File: src/vafe_pkg.sv
/*
 * vafe_pkg: register indices, field positions, reset values, timing
 * constants and the clamp generator state type of the video front end
 * configuration slice.
 * assumes: a 200 mhz system clock; registers are 8 bits wide and sit in
 * the low byte of aligned 32-bit apb words (byte address = 4 * index).
 */
package vafe_pkg;

    //////////////////////////////////////////////////////////////////////
    // clock and timing
    localparam int CLOCK_PERIOD_NS = 5; // 200 mhz
    // silence on a sync line longer than this marks it inactive
    localparam int ACTIVITY_WINDOW_NS = 20480;
    localparam int ACTIVITY_WINDOW_CYCLES =
        ACTIVITY_WINDOW_NS / CLOCK_PERIOD_NS; // longest time, rounded down
    // width of the internally generated clamp pulse
    localparam int CLAMP_WIDTH_NS = 80;
    localparam int CLAMP_WIDTH_CYCLES =
        (CLAMP_WIDTH_NS + CLOCK_PERIOD_NS - 1) / CLOCK_PERIOD_NS;

    //////////////////////////////////////////////////////////////////////
    // bus geometry
    localparam int PADDR_WIDTH = 12;
    localparam int REG_WIDTH = 8;

    // register indices (byte address is four times the index)
    localparam logic [7:0] IDX_INPUT_CONFIG = 8'h10;
    localparam logic [7:0] IDX_SYNC_SOURCE_SELECTION = 8'h11;
    localparam logic [7:0] IDX_RED_GAIN_HIGH = 8'h12;
    localparam logic [7:0] IDX_RED_GAIN_LOW = 8'h13;
    localparam logic [7:0] IDX_GREEN_GAIN_HIGH = 8'h14;
    localparam logic [7:0] IDX_GREEN_GAIN_LOW = 8'h15;
    localparam logic [7:0] IDX_BLUE_GAIN_HIGH = 8'h16;
    localparam logic [7:0] IDX_BLUE_GAIN_LOW = 8'h17;
    localparam logic [7:0] IDX_RED_OFFSET_HIGH = 8'h18;
    localparam logic [7:0] IDX_RED_OFFSET_LOW = 8'h19;
    localparam logic [7:0] IDX_GREEN_OFFSET_HIGH = 8'h1a;
    localparam logic [7:0] IDX_GREEN_OFFSET_LOW = 8'h1b;
    localparam logic [7:0] IDX_BLUE_OFFSET_HIGH = 8'h1c;
    localparam logic [7:0] IDX_BLUE_OFFSET_LOW = 8'h1d;
    localparam logic [7:0] IDX_BLACK_LEVEL_CONTROL = 8'h30;
    localparam logic [7:0] IDX_INPUT_CHARACTERISTICS = 8'h31;

    // contiguous configuration block 0x10..0x1d
    localparam logic [7:0] CFG_FIRST = IDX_INPUT_CONFIG;
    localparam int CFG_COUNT = 14;
    // positions of a channel's words inside the block
    localparam int CFG_GAIN_BASE = 2;   // high at base + 2c, low next
    localparam int CFG_OFFSET_BASE = 8; // high at base + 2c, low next
    localparam int CHANNELS = 3;        // red, green, blue

    // reset values per configuration entry
    localparam logic [7:0] CFG_RESET [CFG_COUNT] = '{
        8'h00, 8'h00, 8'h55, 8'h00, 8'h55, 8'h00, 8'h55,
        8'h00, 8'h80, 8'h00, 8'h80, 8'h00, 8'h80, 8'h00};
    // implemented bits per entry; the rest read as zero
    localparam logic [7:0] CFG_MASK [CFG_COUNT] = '{
        8'hff, 8'h07, 8'hff, 8'hc0, 8'hff, 8'hc0, 8'hff,
        8'hc0, 8'hff, 8'hc0, 8'hff, 8'hc0, 8'hff, 8'hc0};
    localparam logic [7:0] BLACK_LEVEL_RESET = 8'h00;

    //////////////////////////////////////////////////////////////////////
    // field positions
    localparam int CLAMP_SOURCE_BIT = 6;    // input config
    localparam int CLAMP_POLARITY_BIT = 7;  // input config
    localparam int SYNC_MANUAL_BIT = 0;     // sync source selection
    localparam int HSYNC_SOURCE_BIT = 1;
    localparam int VSYNC_SOURCE_BIT = 2;
    localparam int LOOP_ENABLE_BIT = 0;     // black level control
    // input characteristics status bits
    localparam int STAT_HSYNC_SOG_BIT = 0;
    localparam int STAT_VSYNC_SEP_BIT = 1;
    localparam int STAT_ACTIVITY_LSB = 2;   // four activity flags

    // sync pin vector order
    localparam int PIN_HSYNC = 0;
    localparam int PIN_VSYNC = 1;
    localparam int PIN_SOG = 2;
    localparam int PIN_SEP = 3;
    localparam int PIN_CLAMP = 4;
    localparam int PIN_COUNT = 5;
    localparam int SYNC_COUNT = 4;

    localparam logic [9:0] OFFSET_MIDSCALE = 10'h200;

    // internal clamp generator
    typedef enum logic [0:0] {
        CLAMP_IDLE = 1'b0,
        CLAMP_ON = 1'b1
    } vafe_clamp_state_type;

endpackage : vafe_pkg

File: src/vafe_activity.sv
/*
 * vafe_activity: watches one synchronised sync line and flags it active
 * while edges keep arriving within the activity window.
 * assumes: the input is already synchronised to i_clock.
 */
`timescale 1ns/100ps
module vafe_activity (
    input wire logic i_clock,
    input wire logic i_srst,
    input wire logic i_line,
    output logic o_active
);

    localparam logic [12:0] WINDOW =
        13'(vafe_pkg::ACTIVITY_WINDOW_CYCLES);

    logic last;          // previous line level
    logic [12:0] quiet;  // cycles since the last edge, saturating
    wire edge_seen = i_line ^ last;

    // quiet-cycle counter; saturation keeps a dead line from wrapping to active
    always_ff @(posedge i_clock)
    begin
        if (i_srst)
        begin
            last <= 1'b0;
            quiet <= WINDOW;
            o_active <= 1'b0;
        end
        else
        begin
            last <= i_line;
            if (edge_seen)
                quiet <= 13'h0000;
            else if (quiet != WINDOW)
                quiet <= quiet + 13'h0001;
            o_active <= edge_seen | (quiet != WINDOW);
        end
    end

endmodule : vafe_activity

File: src/vafe_channel.sv
/*
 * vafe_channel: forms one colour channel's gain code and offset words
 * from its high and low configuration bytes.
 * assumes: bytes come from registers on the same clock.
 */
`timescale 1ns/100ps
module vafe_channel (
    input wire logic i_clock,
    input wire logic i_srst,
    input wire logic [7:0] i_gain_high,
    input wire logic [7:0] i_gain_low,
    input wire logic [7:0] i_offset_high,
    input wire logic [7:0] i_offset_low,
    input wire logic i_loop_enable,
    output logic [9:0] o_gain_code,
    output logic [9:0] o_offset_dac,
    output logic [9:0] o_digital_offset
);

    // ten-bit words: high byte then bits 7:6 of the low byte
    wire [9:0] gain_word = {i_gain_high, i_gain_low[7:6]};
    wire [9:0] offset_word = {i_offset_high, i_offset_low[7:6]};

    // analog gain is 0.5 + code/682 v/v; the code alone leaves here
    // with the loop off the word feeds the dac directly
    wire [9:0] next_offset_dac =
        i_loop_enable ? vafe_pkg::OFFSET_MIDSCALE : offset_word;
    // offset binary to two's complement is a flip of the top bit
    wire [9:0] next_digital_offset =
        i_loop_enable ? {~offset_word[9], offset_word[8:0]} : 10'h000;

    // output registers
    always_ff @(posedge i_clock)
    begin
        if (i_srst)
        begin
            o_gain_code <= 10'h154;
            o_offset_dac <= vafe_pkg::OFFSET_MIDSCALE;
            o_digital_offset <= 10'h000;
        end
        else
        begin
            o_gain_code <= gain_word;
            o_offset_dac <= next_offset_dac;
            o_digital_offset <= next_digital_offset;
        end
    end

endmodule : vafe_channel

File: src/vafe_regs.sv
/*
 * vafe_regs: apb register slice of the triple channel video front end:
 * clamp source and polarity, sync source selection (automatic or manual),
 * per-channel gain and offset words and the black level loop switch.
 * assumes: an apb master on i_clock; sync and clamp pins are asynchronous
 * and are synchronised here; the sync separator output arrives as a pin.
 */
`timescale 1ns/100ps

// Behaviour
// - clamp polarity bit 7: 0 high, 1 low
// - clamp source bit 6: internal or external
// - automatic sync choice, reported in status register
// - manual mode uses only bits 1 and 2
// - hsync bit 1: pin or sync on green
// - vsync bit 2: pin or sync separator
// - gain code drives 0.5 + code/682
// - gain is high byte plus low bits 7:6
// - loop off: offset word drives dac
// - loop on: offset is offset-binary digital value
// - offset word low bits from bits 7:6
module vafe_regs (
    input wire logic I_CLOCK,
    input wire logic I_SRST,
    input wire logic I_PSEL,
    input wire logic I_PENABLE,
    input wire logic I_PWRITE,
    input wire logic [11:0] I_PADDR,
    input wire logic [31:0] I_PWDATA,
    input wire logic [3:0] I_PSTRB,
    output logic [31:0] O_PRDATA,
    output logic O_PREADY,
    output logic O_PSLVERR,
    input wire logic I_HSYNC,
    input wire logic I_VSYNC,
    input wire logic I_SYNC_ON_GREEN_INPUT,
    input wire logic I_SYNC_SEPARATOR,
    input wire logic I_EXTERNAL_CLAMP,
    output logic O_HSYNC,
    output logic O_VSYNC,
    output logic O_CLAMP,
    output logic [9:0] O_RED_GAIN_CODE,
    output logic [9:0] O_GREEN_GAIN_CODE,
    output logic [9:0] O_BLUE_GAIN_CODE,
    output logic [9:0] O_RED_OFFSET_DAC,
    output logic [9:0] O_GREEN_OFFSET_DAC,
    output logic [9:0] O_BLUE_OFFSET_DAC,
    output logic [9:0] O_RED_DIGITAL_OFFSET,
    output logic [9:0] O_GREEN_DIGITAL_OFFSET,
    output logic [9:0] O_BLUE_DIGITAL_OFFSET
);

    ////////////////////////////////////////////////////////////////////////
    // pin synchronisers

    // raw pins gathered so one loop synchronises them all
    wire [vafe_pkg::PIN_COUNT-1:0] pins_raw = {
        I_EXTERNAL_CLAMP, I_SYNC_SEPARATOR, I_SYNC_ON_GREEN_INPUT,
        I_VSYNC, I_HSYNC};
    logic [vafe_pkg::PIN_COUNT-1:0] pins_meta; // first stage, read by sync
    logic [vafe_pkg::PIN_COUNT-1:0] pins_sync; // safe to use

    genvar p;
    generate
        for (p = 0; p < vafe_pkg::PIN_COUNT; p = p + 1)
        begin : g_pin_sync
            // two flops; only the second stage feeds any logic
            always_ff @(posedge I_CLOCK)
            begin
                if (I_SRST)
                begin
                    pins_meta[p] <= 1'b0;
                    pins_sync[p] <= 1'b0;
                end
                else
                begin
                    pins_meta[p] <= pins_raw[p];
                    pins_sync[p] <= pins_meta[p];
                end
            end
        end
    endgenerate

    ////////////////////////////////////////////////////////////////////////
    // apb decode

    wire [7:0] bus_idx = I_PADDR[9:2];          // register index
    wire bus_aligned = (I_PADDR[1:0] == 2'b00); // word aligned
    wire bus_high_zero = (I_PADDR[11:10] == 2'b00); // inside the map
    wire setup_phase = I_PSEL & ~I_PENABLE;     // first cycle of transfer
    wire access_done = I_PSEL & I_PENABLE & O_PREADY; // completes here
    wire [7:0] cfg_rel = bus_idx - vafe_pkg::CFG_FIRST; // offset in block
    wire in_cfg = (bus_idx >= vafe_pkg::CFG_FIRST) &&
        (cfg_rel < 8'(vafe_pkg::CFG_COUNT));
    wire hit_loop = (bus_idx == vafe_pkg::IDX_BLACK_LEVEL_CONTROL);
    wire hit_status = (bus_idx == vafe_pkg::IDX_INPUT_CHARACTERISTICS);
    // any decoded register at a legal, aligned address
    wire mapped = bus_aligned & bus_high_zero &
        (in_cfg | hit_loop | hit_status);
    // writes land only at completion and only through byte lane 0
    wire wr_fire = access_done & I_PWRITE & mapped & I_PSTRB[0];

    ////////////////////////////////////////////////////////////////////////
    // configuration storage

    logic [7:0] cfg [vafe_pkg::CFG_COUNT]; // block 0x10..0x1d
    logic [7:0] black_level;               // loop switch register
    logic [7:0] input_status;              // read only, chosen muxes

    genvar r;
    generate
        for (r = 0; r < vafe_pkg::CFG_COUNT; r = r + 1)
        begin : g_cfg
            // unused bits are masked away so they always read zero
            wire hit = wr_fire & in_cfg & (cfg_rel == 8'(r));
            always_ff @(posedge I_CLOCK)
            begin
                if (I_SRST)
                    cfg[r] <= vafe_pkg::CFG_RESET[r];
                else if (hit)
                    cfg[r] <= I_PWDATA[7:0] & vafe_pkg::CFG_MASK[r];
            end
        end
    endgenerate

    // black level loop switch, only bit 0 is kept
    always_ff @(posedge I_CLOCK)
    begin
        if (I_SRST)
            black_level <= vafe_pkg::BLACK_LEVEL_RESET;
        else if (wr_fire & hit_loop)
            black_level <= {7'h00, I_PWDATA[vafe_pkg::LOOP_ENABLE_BIT]};
    end

    // named views of the fields that steer the logic
    wire [7:0] input_config = cfg[0];
    wire [7:0] sync_select = cfg[1];
    wire clamp_external = input_config[vafe_pkg::CLAMP_SOURCE_BIT];
    wire clamp_active_low = input_config[vafe_pkg::CLAMP_POLARITY_BIT];
    wire sync_manual = sync_select[vafe_pkg::SYNC_MANUAL_BIT];
    wire manual_hsync_sog = sync_select[vafe_pkg::HSYNC_SOURCE_BIT];
    wire manual_vsync_sep = sync_select[vafe_pkg::VSYNC_SOURCE_BIT];
    wire loop_enable = black_level[vafe_pkg::LOOP_ENABLE_BIT];

    ////////////////////////////////////////////////////////////////////////
    // apb read path and answer

    // read mux; anything unmapped reads zero
    wire [7:0] rd_byte =
        (!mapped) ? 8'h00 :
        in_cfg ? cfg[cfg_rel[3:0]] :
        hit_loop ? black_level :
        input_status;

    // the answer is prepared in the setup cycle, so every transfer takes
    // exactly one access cycle and read data come from a flop
    always_ff @(posedge I_CLOCK)
    begin
        if (I_SRST)
        begin
            O_PREADY <= 1'b0;
            O_PRDATA <= 32'h0000_0000;
            O_PSLVERR <= 1'b0;
        end
        else if (setup_phase)
        begin
            O_PREADY <= 1'b1;
            O_PRDATA <= I_PWRITE ? 32'h0000_0000 : {24'h00_0000, rd_byte};
            O_PSLVERR <= ~mapped;
        end
        else if (access_done)
        begin
            O_PREADY <= 1'b0;
            O_PSLVERR <= 1'b0;
        end
    end

    ////////////////////////////////////////////////////////////////////////
    // sync activity and source selection

    logic [vafe_pkg::SYNC_COUNT-1:0] activity; // per sync line

    genvar s;
    generate
        for (s = 0; s < vafe_pkg::SYNC_COUNT; s = s + 1)
        begin : g_activity
            vafe_activity u_activity (
                .i_clock(I_CLOCK),
                .i_srst(I_SRST),
                .i_line(pins_sync[s]),
                .o_active(activity[s])
            );
        end
    endgenerate

    // automatic choice prefers the dedicated pin while it toggles
    wire auto_hsync_sog = ~activity[vafe_pkg::PIN_HSYNC] &
        activity[vafe_pkg::PIN_SOG];
    wire auto_vsync_sep = ~activity[vafe_pkg::PIN_VSYNC] &
        activity[vafe_pkg::PIN_SEP];
    // manual mode ignores activity entirely
    wire use_sog = sync_manual ? manual_hsync_sog : auto_hsync_sog;
    wire use_sep = sync_manual ? manual_vsync_sep : auto_vsync_sep;
    wire next_hsync = use_sog ? pins_sync[vafe_pkg::PIN_SOG] :
        pins_sync[vafe_pkg::PIN_HSYNC];
    wire next_vsync = use_sep ? pins_sync[vafe_pkg::PIN_SEP] :
        pins_sync[vafe_pkg::PIN_VSYNC];
    // status shows the muxes in use plus raw activity
    wire [7:0] next_status = {2'b00, activity, use_sep, use_sog};

    // selected syncs and the status register
    always_ff @(posedge I_CLOCK)
    begin
        if (I_SRST)
        begin
            O_HSYNC <= 1'b0;
            O_VSYNC <= 1'b0;
            input_status <= 8'h00;
        end
        else
        begin
            O_HSYNC <= next_hsync;
            O_VSYNC <= next_vsync;
            input_status <= next_status;
        end
    end

    ////////////////////////////////////////////////////////////////////////
    // clamp generation

    localparam logic [7:0] CLAMP_LAST =
        8'(vafe_pkg::CLAMP_WIDTH_CYCLES - 1);

    vafe_pkg::vafe_clamp_state_type clamp_state; // internal pulse state
    vafe_pkg::vafe_clamp_state_type next_clamp_state;
    logic [7:0] clamp_count;    // cycles of the pulse so far
    logic hsync_last;           // for trailing edge detection
    // the clamp starts on the trailing edge of the chosen hsync
    wire hsync_trailing = hsync_last & ~O_HSYNC;

    // pulse state machine; a new edge during a pulse is ignored
    always_comb
    begin
        next_clamp_state = clamp_state;
        case (clamp_state)
            vafe_pkg::CLAMP_IDLE:
                if (hsync_trailing)
                    next_clamp_state = vafe_pkg::CLAMP_ON;
            vafe_pkg::CLAMP_ON:
                if (clamp_count == CLAMP_LAST)
                    next_clamp_state = vafe_pkg::CLAMP_IDLE;
            default:
                next_clamp_state = vafe_pkg::CLAMP_IDLE;
        endcase
    end

    // external clamp turned into an active high level
    wire ext_clamp = pins_sync[vafe_pkg::PIN_CLAMP] ^ clamp_active_low;
    wire int_clamp = (clamp_state == vafe_pkg::CLAMP_ON);
    wire next_clamp = clamp_external ? ext_clamp : int_clamp;

    // state, counter and clamp output
    always_ff @(posedge I_CLOCK)
    begin
        if (I_SRST)
        begin
            clamp_state <= vafe_pkg::CLAMP_IDLE;
            clamp_count <= 8'h00;
            hsync_last <= 1'b0;
            O_CLAMP <= 1'b0;
        end
        else
        begin
            clamp_state <= next_clamp_state;
            clamp_count <= int_clamp ? clamp_count + 8'h01 : 8'h00;
            hsync_last <= O_HSYNC;
            O_CLAMP <= next_clamp;
        end
    end

    ////////////////////////////////////////////////////////////////////////
    // colour channels

    logic [9:0] gain_code [vafe_pkg::CHANNELS];
    logic [9:0] offset_dac [vafe_pkg::CHANNELS];
    logic [9:0] digital_offset [vafe_pkg::CHANNELS];

    genvar c;
    generate
        for (c = 0; c < vafe_pkg::CHANNELS; c = c + 1)
        begin : g_channel
            // gain words sit at 0x12 + 2c, offset words at 0x18 + 2c
            vafe_channel u_channel (
                .i_clock(I_CLOCK),
                .i_srst(I_SRST),
                .i_gain_high(cfg[vafe_pkg::CFG_GAIN_BASE + 2 * c]),
                .i_gain_low(cfg[vafe_pkg::CFG_GAIN_BASE + 2 * c + 1]),
                .i_offset_high(cfg[vafe_pkg::CFG_OFFSET_BASE + 2 * c]),
                .i_offset_low(cfg[vafe_pkg::CFG_OFFSET_BASE + 2 * c + 1]),
                .i_loop_enable(loop_enable),
                .o_gain_code(gain_code[c]),
                .o_offset_dac(offset_dac[c]),
                .o_digital_offset(digital_offset[c])
            );
        end
    endgenerate

    // channel order is red, green, blue
    assign O_RED_GAIN_CODE = gain_code[0];
    assign O_GREEN_GAIN_CODE = gain_code[1];
    assign O_BLUE_GAIN_CODE = gain_code[2];
    assign O_RED_OFFSET_DAC = offset_dac[0];
    assign O_GREEN_OFFSET_DAC = offset_dac[1];
    assign O_BLUE_OFFSET_DAC = offset_dac[2];
    assign O_RED_DIGITAL_OFFSET = digital_offset[0];
    assign O_GREEN_DIGITAL_OFFSET = digital_offset[1];
    assign O_BLUE_DIGITAL_OFFSET = digital_offset[2];

endmodule : vafe_regs

File: config.mk
export PLATFORM = sky130hd
export DESIGN_NAME = vafe_regs
export DESIGN_NICKNAME = d
export VERILOG_FILES = /design/src/vafe_pkg.sv /design/src/vafe_activity.sv /design/src/vafe_channel.sv /design/src/vafe_regs.sv
export SDC_FILE = /design/constraint.sdc
export NUM_CORES = 1
export LEC_CHECK = 0
export BUFFER_PORTS_ARGS = -buffer_cell sky130_fd_sc_hd__buf_2
export CORE_ASPECT_RATIO = 2
export CORE_MARGIN = 10
export CORE_UTILIZATION = 50
export DETAILED_ROUTE_END_ITERATION = 8
export PLACE_DENSITY = 0.76
export SLEW_MARGIN = 20
export SYNTH_ARGS = -nofsm -noshare
export SYNTH_HDL_FRONTEND = slang
export SYNTH_SLANG_ARGS = --single-unit
File: constraint.sdc
create_clock -name I_CLOCK -period 2.4 [get_ports I_CLOCK]
set_clock_uncertainty 0.2 [all_clocks]
set_input_delay 0.48 -clock I_CLOCK [delete_from_list [all_inputs] [get_ports I_CLOCK]]
set_output_delay 0.48 -clock I_CLOCK [all_outputs]
set_load 0.05 [all_outputs]
Word-level counts from Yosys, hierarchy flattened
Memories as Yosys holds them, arrays and structs flattened. A register that Yosys moved wholly into a read port is not among the register bits.
Index checks and enable logic that the tools add are counted.
{"block": "word_totals", "output_inout_bits": 127, "word_cells": 232, "memories": 1, "ramBits": 112, "ff_bits": 186, "inputBits": 58}
{"name": "cfg", "depth": 14, "word_bits": 8, "read_ports": 15, "rd_ports_with_merged_regs": 6, "write_ports": 14, "line": "vafe_regs.sv:106", "text": "logic [7:0] cfg [vafe_pkg::CFG_COUNT];"}
{"block": "classes", "bitwise_logic": 62, "order_cmp": 2, "eq_ne": 20, "reduce_logical": 16, "n_addsub": 6, "muxes": 81}
{"operator": "$mux W8", "count": 18}
{"operator": "$mux W13", "count": 8}
{"operator": "$eq A8 B4 Y1 const B", "count": 7}
{"operator": "$mux W1", "count": 54}
{"operator": "$add A13 B1 Y13 const B", "count": 4}
{"operator": "$ne A13 B13 Y1 const B", "count": 4}
{"operator": "$eq A8 B3 Y1 const B", "count": 4}
{"operator": "$and A1 B1 Y1", "count": 27}
{"operator": "$or A1 B1 Y1", "count": 20}
{"operator": "$eq A8 B2 Y1 const B", "count": 2}
{"operator": "$eq A8 B6 Y1 const B", "count": 2}
{"operator": "$reduce_or A2 Y1", "count": 7}
{"operator": "$not A1 Y1", "count": 10}
{"operator": "$reduce_bool A2 Y1", "count": 5}
{"operator": "$add A8 B1 Y8 const B", "count": 1}
{"operator": "$eq A8 B1 Y1 const B", "count": 1}
{"operator": "$ge A8 B5 Y1 const B", "count": 1}
{"operator": "$logic_not A8 Y1", "count": 1}
{"operator": "$lt A8 B4 Y1 const B", "count": 1}
{"operator": "$sub A8 B5 Y8 const B", "count": 1}
{"operator": "$xor A1 B1 Y1", "count": 5}
{"operator": "$logic_not A2 Y1", "count": 2}
{"operator": "$pmux W1 S2", "count": 1}
{"operator": "$logic_and A1 B1 Y1", "count": 1}

Logic depth before layout (Yosys ltp)
Gate-level depths: netlist of the first run.
{"block": "depth", "word_depth": 14, "mapped_depth": 8, "mapped_depth_nobuf": 7}

Cells and area by module
A second synthesis of the first run with hierarchy kept.
{"block": "unflattened", "hier_cells": 963, "hier_area_um2": 10500.1}
{"module": "vafe_regs", "area_per_inst_um2": 5182.5, "instances": 1, "cells_per_inst": 464, "seq_area_each_um2": 2932.8}
{"module": "vafe_activity", "area_per_inst_um2": 689.4, "instances": 4, "cells_per_inst": 76, "seq_area_each_um2": 300.3}
{"module": "vafe_channel", "area_per_inst_um2": 853.3, "instances": 3, "cells_per_inst": 65, "seq_area_each_um2": 600.6}

Worst setup path after synthesis of the first run
Ideal clock, no wire load.
{"block": "synth_timing", "kind": "register to register", "start": "reg O_PREADY", "end": "mem cfg[10][7], data pin", "setup_ps": 265, "period_less_slack_ps": 2379, "arrival_ps": 1913, "required_time_ps": 1935, "slack_ps": 21, "path_buffers": 1, "stages_incl_launch_ff": 5, "cell_sequence": "dfxtp_1 -> nand4_2 -> or4_4 -> buf_6 -> or3_1"}
{"item": "start: declaration", "line": "vafe_regs.sv:32", "text": "output logic O_PREADY,"}
{"item": "start signal: assignment", "line": "vafe_regs.sv:161", "text": "O_PREADY <= 1'b0;"}
{"item": "start signal: assignment", "line": "vafe_regs.sv:167", "text": "O_PREADY <= 1'b1;"}
{"item": "start signal: assignment", "line": "vafe_regs.sv:173", "text": "O_PREADY <= 1'b0;"}
{"item": "end: declaration", "line": "vafe_regs.sv:106"}

==> results of run 1 <==
## per-stage QoR
step / hold WS [ps] / setup WS, ps
after floorplan: 214 / 21.2
after global placement: 218 / -109
after detailed placement: 226 / -143
after CTS: 88.8 / 358
after global routing: 120 / 220
final: 98.3 / 353
## routing by layer
metal  wire length [µm]  share of wire [%]  track usage (%)
met3               1810                7.3             4.06
met1               8300                 34             16.8
met5                  0                  0                0
met4               1350                5.5             10.2
met2              13200                 54             33.2
## power breakdown
part	total, mW	switching (mW)	internal [mW]
combinational	0.914	0.597	0.317
clock	3.67	1.56	2.11
sequential	4.76	0.102	4.66
total	9.35	2.26	7.08
## final cells by class
cell class | count | area share, %
Clock buffer | 26 | 4.60
Clock inverter | 12 | 1.36
Inverter | 21 | 0.643
Multi-Input combinational cell | 634 | 32.7
Sequential cell | 261 | 48.4
Tap cell | 266 | 2.71
Timing Repair Buffer | 191 | 9.59
## how the worst min path moves through the flow
stage | slack (ps) | end
floorplan | 210 | pins_sync[0]
global placement | 220 | pins_sync[0]
detailed placement | 230 | pins_sync[2]
CTS | 90 | O_PREADY
global route | 120 | O_PREADY
finish | 100 | O_PREADY
## registers in the layout, summed over array words and instances, names as in the netlist, 4 cells and up
| signal | count |
|---|---|
| O_RED_GAIN_CODE | 10 |
| input_status | 6 |
| clamp_count | 8 |
| g_activity.u_activity.quiet | 52 |
| O_GREEN_GAIN_CODE | 10 |
| O_BLUE_GAIN_CODE | 10 |
| pins_sync | 5 |
| cfg | 71 |
| g_channel.u_channel.o_digital_offset | 30 |
| g_channel.u_channel.o_offset_dac | 30 |
| g_activity.u_activity.o_active | 4 |
| g_activity.u_activity.last | 4 |
| pins_meta | 5 |
| O_PRDATA | 8 |
## cell usage after synthesis (7+ instances only)
master / count / share of area (%)
o21ai_0: 26 / 1.3
nor2_1: 97 / 3.5
xnor2_1: 20 / 1.7
dfxtp_1: 190 / 37
o21bai_1: 10 / 0.73
inv_1: 21 / 0.77
a21oi_1: 21 / 1.0
nor3_1: 11 / 0.54
edfxtp_1: 71 / 21
nand2_1: 27 / 0.99
or2_2: 14 / 0.85
mux2i_1: 24 / 2.3
xor2_1: 32 / 2.7
nand2b_1: 16 / 0.98
mux2_2: 7 / 0.77
and3_1: 20 / 1.2
nor2b_1: 42 / 2.6
clkbuf_1: 32 / 1.2
or3_1: 16 / 0.98
ha_1: 9 / 1.1
and2_1: 94 / 5.7
buf_4: 24 / 1.8
nor4_1: 8 / 0.49
nand3_1: 44 / 2.1
a21o_1: 8 / 0.59
nand4_1: 12 / 0.73
## critical path, cell delays in order
cell	delay, ps
buf_2	100
buf_4	130
nor4_4	360
nand3_2	130
or4_4	530
nor2_1	300
and2_1	180
## logic make-up (layout without fill, tap and decap cells)
family          Yosys count  in the layout  share of synthesized area (%)
compound gates           90             90                           5.63
other cells               1             24                         0.0365
simple gates            424            424                           23.0
fa+ha+maj                 9              9                           1.10
flops                   261            261                           57.8
mux                      35             35                           3.99
buf+inv                  83            250                           4.03
xor+xnor                 52             52                           4.44
==> flow_metrics.py, run 1 <==
metrics = {
    "power_and_ir_drop": {
        "p_per_area_nw_per_um2": 762,
        "vdd_drop_max_mv": 0.607,
        "power_mw": 9.35,
        "p_leak_nw": 5.00,
    },
    "grt": {
        "grt_max_degree": 92,
        "grt_pass1_vias": 7414,
        "grt.overflow.total": 0,
        "grt_pass1_wl_um": 38400,
        "antenna_found_initial": 0,
        "gr-usage-all-layers_pct": 17.7,
    },
    "sta": {
        "relSlewSlack_pct": 53.3,
        "finalSetupTns_ps": 0,
        "layout_worst_path_cycle_share_pct": 85.3,
        "maxSlewViolCount": 0,
        "hold_viol_final": 0,
        "rsz0062_at_grt": "no",
        "worst_slew_pin_slew_ps": 700,
        "fmax_ghz": 0.488,
        "finalSetupViolations": 0,
        "layout_min_cycle_time_ps": 2050,
    },
    "clocking": {
        "cts_sinks": 261,
        "clockBufferDepth": 3,
        "post_cts_buffers": 0,
        "cts-root-buf": "clkbuf_16",
        "cts.htree.levels": 1,
        "ctsResizeCount": 0,
        "cts_tree": "done",
        "clk_latency_ps": 520,
        "cts_buffers": 21,
        "holdBufCountCts": 5,
        "path_clk_slew_ps": 70,
    },
    "place": {
        "placed_cell_area_um2": 11500,
        "post-place-cells": 1368,
        "place.gp.congestion": 0.890,
        "io_buffer_count": 133,
        "hpwl_um": 18500,
    },
    "synthesis": {
        "syn_inst": 955,
        "yosysWarnings": 0,
        "synth.distinct_cells": 60,
        "synth_edf_count": 71,
        "postSynthAreaPerCell_um2": 10.7,
        "synthArstFlopShare_pct": 0,
        "yosysSeqAreaShare_pct": 57.8,
        "synth-seq-cells": 261,
        "ys.flop_type": "dfxtp_1",
        "syn-cell-area_um2": 10300,
    },
    "setup_path": {
        "r2r-end": "g_activity[2].u_activity.quiet[8]",
        "reg2reg_from": "g_activity[2].u_activity.quiet[0]",
        "crit_fanout": 12,
        "crit_path_end": "cfg[10][0]",
        "required_ps": 2570,
        "worstSetupPathType": "primary input to flop",
        "r2r_setup_slack_ps": 370,
        "rr_worst_depth": 7,
        "end_kind": "flop",
        "arrival_ps": 2220,
        "startpoint_type": "primary input",
        "timing.critical_path.from": "I_PADDR[1]",
    },
    "detailed_routing": {
        "drc": 0,
        "num_vias": 7336,
        "ant_nets": 0,
        "first_pass_iters": 5,
        "vias_per_cell": 5.20,
        "drtIter0Drc": 344,
        "wirelength_um": 24700,
        "wl_per_cell_um": 17.5,
    },
    "die": {
        "die_h_um": 223,
        "die_area_um2": 27000,
        "ios": 185,
        "die_w_um": 121,
        "initial_utilization_pct": 50.4,
        "num_rows": 74,
        "core-area_um2": 20400,
    },
    "cells_and_area": {
        "nets": 1197,
        "seqCellArea_um2": 5940,
        "area_delta_synth_final_pct": 19.4,
        "design_area_um2": 12300,
        "fin_util_pct": 60.2,
        "final_cell_mix": "dfxtp_1, buf_2, nor2_1",
        "fillers": 1810,
        "final_common_cell": "dfxtp_1",
        "antennaDiodeCount": 0,
        "stdcell_count": 1411,
        "drive_gt1_share_pct": 22.1,
        "multiInputGateArea_um2": 4010,
    },
    "min_path": {
        "hp-start": "I_PSEL",
        "hold_depth": 3,
        "hold_class": "primary input to flop",
    },
    "status": {
        "status": "complete, no violations",
    },
    "flow_run": {
        "max-cap-violations": 0,
    },
}
(Power assumes the default switching activity.)
==> run 2, diff against run 1 <==
--- a/config.mk
+++ b/config.mk
@@ -8,9 +8,9 @@
 export BUFFER_PORTS_ARGS = -buffer_cell sky130_fd_sc_hd__buf_2
 export CORE_ASPECT_RATIO = 2
 export CORE_MARGIN = 10
-export CORE_UTILIZATION = 50
+export CORE_UTILIZATION = 55
 export DETAILED_ROUTE_END_ITERATION = 8
-export PLACE_DENSITY = 0.76
+export PLACE_DENSITY_LB_ADDON = 0.08
 export SLEW_MARGIN = 20
 export SYNTH_ARGS = -nofsm -noshare
 export SYNTH_HDL_FRONTEND = slang
==> constraint.sdc (replaced) <==
create_clock -name I_CLOCK -period 2.1 [get_ports I_CLOCK]
set_clock_uncertainty 0.2 [all_clocks]
set_input_delay 0.42 -clock I_CLOCK [delete_from_list [all_inputs] [get_ports I_CLOCK]]
set_output_delay 0.42 -clock I_CLOCK [all_outputs]
set_load 0.05 [all_outputs]
==> run 2 against run 1 <==
Clock-buffer cell count grew 2; clock power grew 17%; power grew 16%; final cell count shrank 1.9%; critical endpoint is now cfg[10][4]; sequential power grew 14%; critical path depth shrank 3.
==> flow_metrics.py, run 2 (synthesis gave the netlist of run 1 again) <==
metrics = {
    "sta": {
        "finalSetupViolations": 0,
        "hold_viol_final": 0,
        "fin_hold_ws_ps": 90.3,
        "maxSlewViolCount": 0,
        "layout_worst_path_cycle_share_pct": 93.0,
        "finalSetupTns_ps": 0,
        "relSlewSlack_pct": 46.6,
        "rsz0062_at_grt": "no",
        "fmax_ghz": 0.512,
        "layout_min_cycle_time_ps": 1950,
        "worst_slew_pin_slew_ps": 800,
    },
    "place": {
        "post-place-cells": 1338,
        "placed_cell_area_um2": 11600,
        "hpwl_um": 18600,
        "io_buffer_count": 133,
        "place.gp.congestion": 0.985,
    },
    "setup_path": {
        "arrival_ps": 2130,
        "cp_cell_sequence": "nand4_4, or4_4, nor2_1, and2_1",
        "critPathMaxStageDelay_ps": 640,
        "end_kind": "flop",
        "crit_fanout": 12,
        "required_ps": 2280,
        "worstSetupPathType": "flop to flop",
        "path_buf_inv": 0,
        "startpoint_type": "flop",
        "crit_family": "simple AND/OR/NAND/NOR gates",
        "crit_slowest_cell": "or4_4",
    },
    "die": {
        "initial_utilization_pct": 56.1,
        "ios": 185,
        "die_area_um2": 24900,
        "core-area_um2": 18300,
        "die_w_um": 117,
        "die_h_um": 213,
        "num_rows": 70,
    },
    "flow_run": {
        "max-cap-violations": 0,
    },
    "detailed_routing": {
        "drtIter0Drc": 303,
        "ant_nets": 0,
        "drc": 0,
        "vias_per_cell": 5.28,
        "num_vias": 7313,
        "first_pass_iters": 4,
        "wl_per_cell_um": 17.6,
        "wirelength_um": 24400,
    },
    "clocking": {
        "clockBufferDepth": 3,
        "cts_buffers": 23,
        "cts_sinks": 261,
        "cts-root-buf": "clkbuf_16",
        "clk_latency_ps": 510,
        "cts.htree.levels": 1,
        "ctsResizeCount": 0,
        "cts_tree": "done",
        "path_clk_slew_ps": 70,
    },
    "cells_and_area": {
        "stdcell_count": 1384,
        "largest_reg_flops": 71,
        "nets": 1219,
        "drive_gt1_share_pct": 24.4,
        "final_common_cell": "dfxtp_1",
        "design_area_um2": 12400,
        "regMostFlops": "cfg",
        "top_regs": "cfg x71, g_activity.u_activity.quiet x52",
        "area_delta_synth_final_pct": 21.0,
        "antennaDiodeCount": 0,
        "final_cell_mix": "dfxtp_1, buf_2, nor2_1",
    },
    "grt": {
        "grt_pass1_vias": 7268,
        "antenna_found_initial": 0,
        "grt_pass1_wl_um": 37800,
        "gr-usage-all-layers_pct": 19.5,
        "grt_max_degree": 55,
        "grt.overflow.total": 0,
    },
    "power_and_ir_drop": {
        "p_per_area_nw_per_um2": 873,
        "vdd_drop_max_mv": 0.763,
        "power_mw": 10.8,
        "p_leak_nw": 5.14,
    },
    "status": {
        "status": "complete, no violations",
    },
    "min_path": {
        "hold_class": "primary input to flop",
    },
}
[run 2: cell types whose count changed in the layout (fill, tap and decap cells not counted), sizes merged]
cell	before	now
clkbuf	26	28
clkinv	4	8
bufinv	4	2
buf	186	206
clkinvlp	2	1
[run 2: worst paths after layout]
check / cells after the start / slack [ps] / start / endpoint
setup / recovery: 4 / 150 / O_PREADY / cfg[10][4]
hold / removal: 3 / 90 / I_PENABLE / O_PREADY
setup reg to reg: 4 / 150 / O_PREADY / cfg[10][4]
hold reg to reg: 1 / 240 / pins_meta[2] / pins_sync[2]
[run 2: tightest hold or removal path, stage by stage]
cell,delay [ps]
buf_2,80
and2_1,180
nor3_1,70
[run 2: stage by stage]
stage	utilization (%)	worst slack [ps]
2_1_floorplan	-	-92.7
3_3_place_gp	63.3	-285
3_5_place_dp	63.4	-310
4_1_cts	67.9	137
5_1_grt	67.9	24.2
6_report	67.9	147
[run 2: area by class of cell]
type / instances / area (µm²)
Clock buffer: 28 / 647
Multi-Input combinational cell: 634 / 4040
Sequential cell: 261 / 5940
Inverter: 21 / 78.8
Timing Repair Buffer: 211 / 1330
Fill cell: 1539 / 5880
Tap cell: 216 / 270
Clock inverter: 13 / 131
[run 2: layer usage]
| layer | vias up | share of wire [%] | global-route usage, % |
|---|---|---|---|
| met2 | 193 | 56 | 38.0 |
| met3 | 61 | 5.5 | 3.32 |
| met5 | - | 0 | 0 |
| met4 | 0 | 4.2 | 9.00 |
| met1 | 3462 | 35 | 18.8 |
| li1 | 3597 | - | - |
[run 2: power breakdown]
| part | switching (mW) | total [mW] | internal (mW) |
|---|---|---|---|
| combinational | 0.711 | 1.11 | 0.399 |
| clock | 1.85 | 4.31 | 2.46 |
| sequential | 0.0979 | 5.42 | 5.32 |
| total | 2.66 | 10.8 | 8.19 |
[run 2: what timing repair did]
item | in CTS | in global routing
hold endpoints to repair | 5 | 0
hold buffers | 5 | 0
endpoints found under the setup margin | 0 | 0
setup buffers | 0 | 0
==> run 3, diff against run 2 <==
--- a/config.mk
+++ b/config.mk
@@ -9,8 +9,9 @@
 export CORE_ASPECT_RATIO = 2
 export CORE_MARGIN = 10
 export CORE_UTILIZATION = 55
+export CTS_CLUSTER_SIZE = 16
 export DETAILED_ROUTE_END_ITERATION = 8
-export PLACE_DENSITY_LB_ADDON = 0.08
+export PLACE_DENSITY_LB_ADDON = 0.05
 export SLEW_MARGIN = 20
 export SYNTH_ARGS = -nofsm -noshare
 export SYNTH_HDL_FRONTEND = slang
==> run 3 against run 2 <==
First-iteration DRC count decreased by 13%; non-clock buffer count increased by 4; critical path depth is 2 higher; power grew 2.4%; die area is the same; sequential share of layout area fell by 0.28 points; utilization grew 0.40 points; routed wire length increased by 0.37%; maximum frequency is 2.1% lower; largest cell class unchanged.
==> flow_metrics.py, run 3 (synthesis gave the netlist of run 1 again) <==
metrics = {
    "cells_and_area": {
        "final_common_cell": "dfxtp_1",
        "antennaDiodeCount": 0,
        "regMostFlops": "cfg",
        "top_regs": "cfg x71, g_activity.u_activity.quiet x52",
        "largest_reg_flops": 71,
        "nets": 1223,
        "seqCellArea_um2": 5940,
        "area_delta_synth_final_pct": 21.7,
        "fillers": 1509,
        "design_area_um2": 12500,
        "fin_util_pct": 68.3,
        "final_cell_mix": "dfxtp_1, buf_2, nor2_1",
        "multiInputGateArea_um2": 4040,
        "drive_gt1_share_pct": 24.4,
    },
    "sta": {
        "rsz0062_at_grt": "no",
        "layout_min_cycle_time_ps": 1990,
        "hold_viol_final": 0,
        "relSlewSlack_pct": 51.3,
        "fmax_ghz": 0.501,
        "maxSlewViolCount": 0,
        "finalSetupViolations": 0,
        "layout_worst_path_cycle_share_pct": 95.0,
        "worst_slew_pin_slew_ps": 729,
    },
    "detailed_routing": {
        "vias_per_cell": 5.24,
        "wl_per_cell_um": 17.6,
        "num_vias": 7280,
        "ant_nets": 0,
        "drtIter0Drc": 265,
        "first_pass_iters": 5,
        "wirelength_um": 24500,
        "drc": 0,
    },
    "power_and_ir_drop": {
        "p_leak_nw": 5.16,
        "p_per_area_nw_per_um2": 888,
        "power_mw": 11.1,
        "vdd_drop_max_mv": 0.720,
    },
    "die": {
        "initial_utilization_pct": 56.1,
        "ios": 185,
        "die_w_um": 117,
        "num_rows": 70,
        "die_h_um": 213,
        "die_area_um2": 24900,
        "core-area_um2": 18300,
    },
    "status": {
        "status": "complete, no violations",
    },
    "clocking": {
        "path_clk_slew_ps": 70,
        "cts_buffers": 23,
        "cts_tree": "done",
        "clockBufferDepth": 3,
        "cts-root-buf": "clkbuf_16",
        "cts.htree.levels": 1,
        "ctsResizeCount": 0,
        "cts_sinks": 261,
        "post_cts_buffers": 0,
        "clk_latency_ps": 500,
    },
    "setup_path": {
        "worstSetupPathType": "flop to flop",
        "startpoint_type": "flop",
        "crit_fanout": 3,
        "end_kind": "flop",
        "required_ps": 2340,
        "arrival_ps": 2240,
    },
    "grt": {
        "grt_pass1_wl_um": 38100,
        "antenna_found_initial": 0,
        "grt.overflow.total": 0,
        "grt_max_degree": 41,
        "grt_pass1_vias": 7419,
        "gr-usage-all-layers_pct": 19.5,
    },
    "min_path": {
        "hold_class": "primary input to flop",
    },
    "place": {
        "placed_cell_area_um2": 11600,
        "io_buffer_count": 133,
        "hpwl_um": 18800,
        "place.gp.congestion": 0.984,
    },
    "flow_run": {
        "max-cap-violations": 0,
    },
}
## run 3: changes by cell type in the layout (fill, tap and decap cells not counted), sizes merged
cell	change
clkinvlp	+2
inv	-2
clkinv	-3
buf	+4
bufinv	+4
clkbuf	-1
## run 3: repair_timing
action	CTS	global route
setup endpoints to repair	0	0
hold endpoints to repair	5	0
hold buffers	5	0
## run 3: path summary, 6_finish.rpt
kind                                   start           end  slack [ps]  cells after the start
worst max-delay path              cfg[10][0]   O_PRDATA[0]         110                      6
worst min-delay path                  I_PSEL      O_PREADY         110                      4
worst max register to register    cfg[10][0]   O_PRDATA[0]         110                      6
worst min register to register  pins_meta[0]  pins_sync[0]         240                      1
## run 3: area by class of cell
| class | count | share of cell area [%] |
|---|---|---|
| Inverter | 21 | 0.631 |
| Sequential cell | 261 | 47.5 |
| Timing Repair Buffer | 215 | 10.9 |
| Tap cell | 216 | 2.16 |
| Multi-Input combinational cell | 634 | 32.3 |
| Clock inverter | 14 | 1.84 |
| Clock buffer | 27 | 4.73 |
## run 3: critical path: stages (launching register included)
cell      delay, ps
edfxtp_1        380
mux2i_1         100
o311ai_0        520
buf_4           200
nand4_1         140
a211oi_1        260
a211o_1         130
## run 3: report_power, final
group	internal [mW]	leakage [nW]	switching, mW	total [mW]
Combinational	0.409	2.53	0.713	1.12
Sequential	5.32	2.24	0.100	5.42
Clock	2.76	0.391	1.80	4.56
## run 3: metal layers
layer / up-vias / global-route usage (%) / routed length (µm)
li1: 3610 / - / -
met1: 3408 / 19.4 / 8460
met2: 199 / 37.6 / 13600
met3: 63 / 2.61 / 1260
met4: 0 / 9.73 / 1160
met5: - / 0 / 0
## run 3: stage by stage
step	TNS, ps	hold slack (ps)	std cells	setup slack, ps
floorplan	-1200	214	978	-92.7
global placement	-17750	216	1342	-230
detailed placement	-21650	223	1342	-284
CTS	0	89.8	1388	176
global route	0	121	1388	104
finish	0	105	1388	106
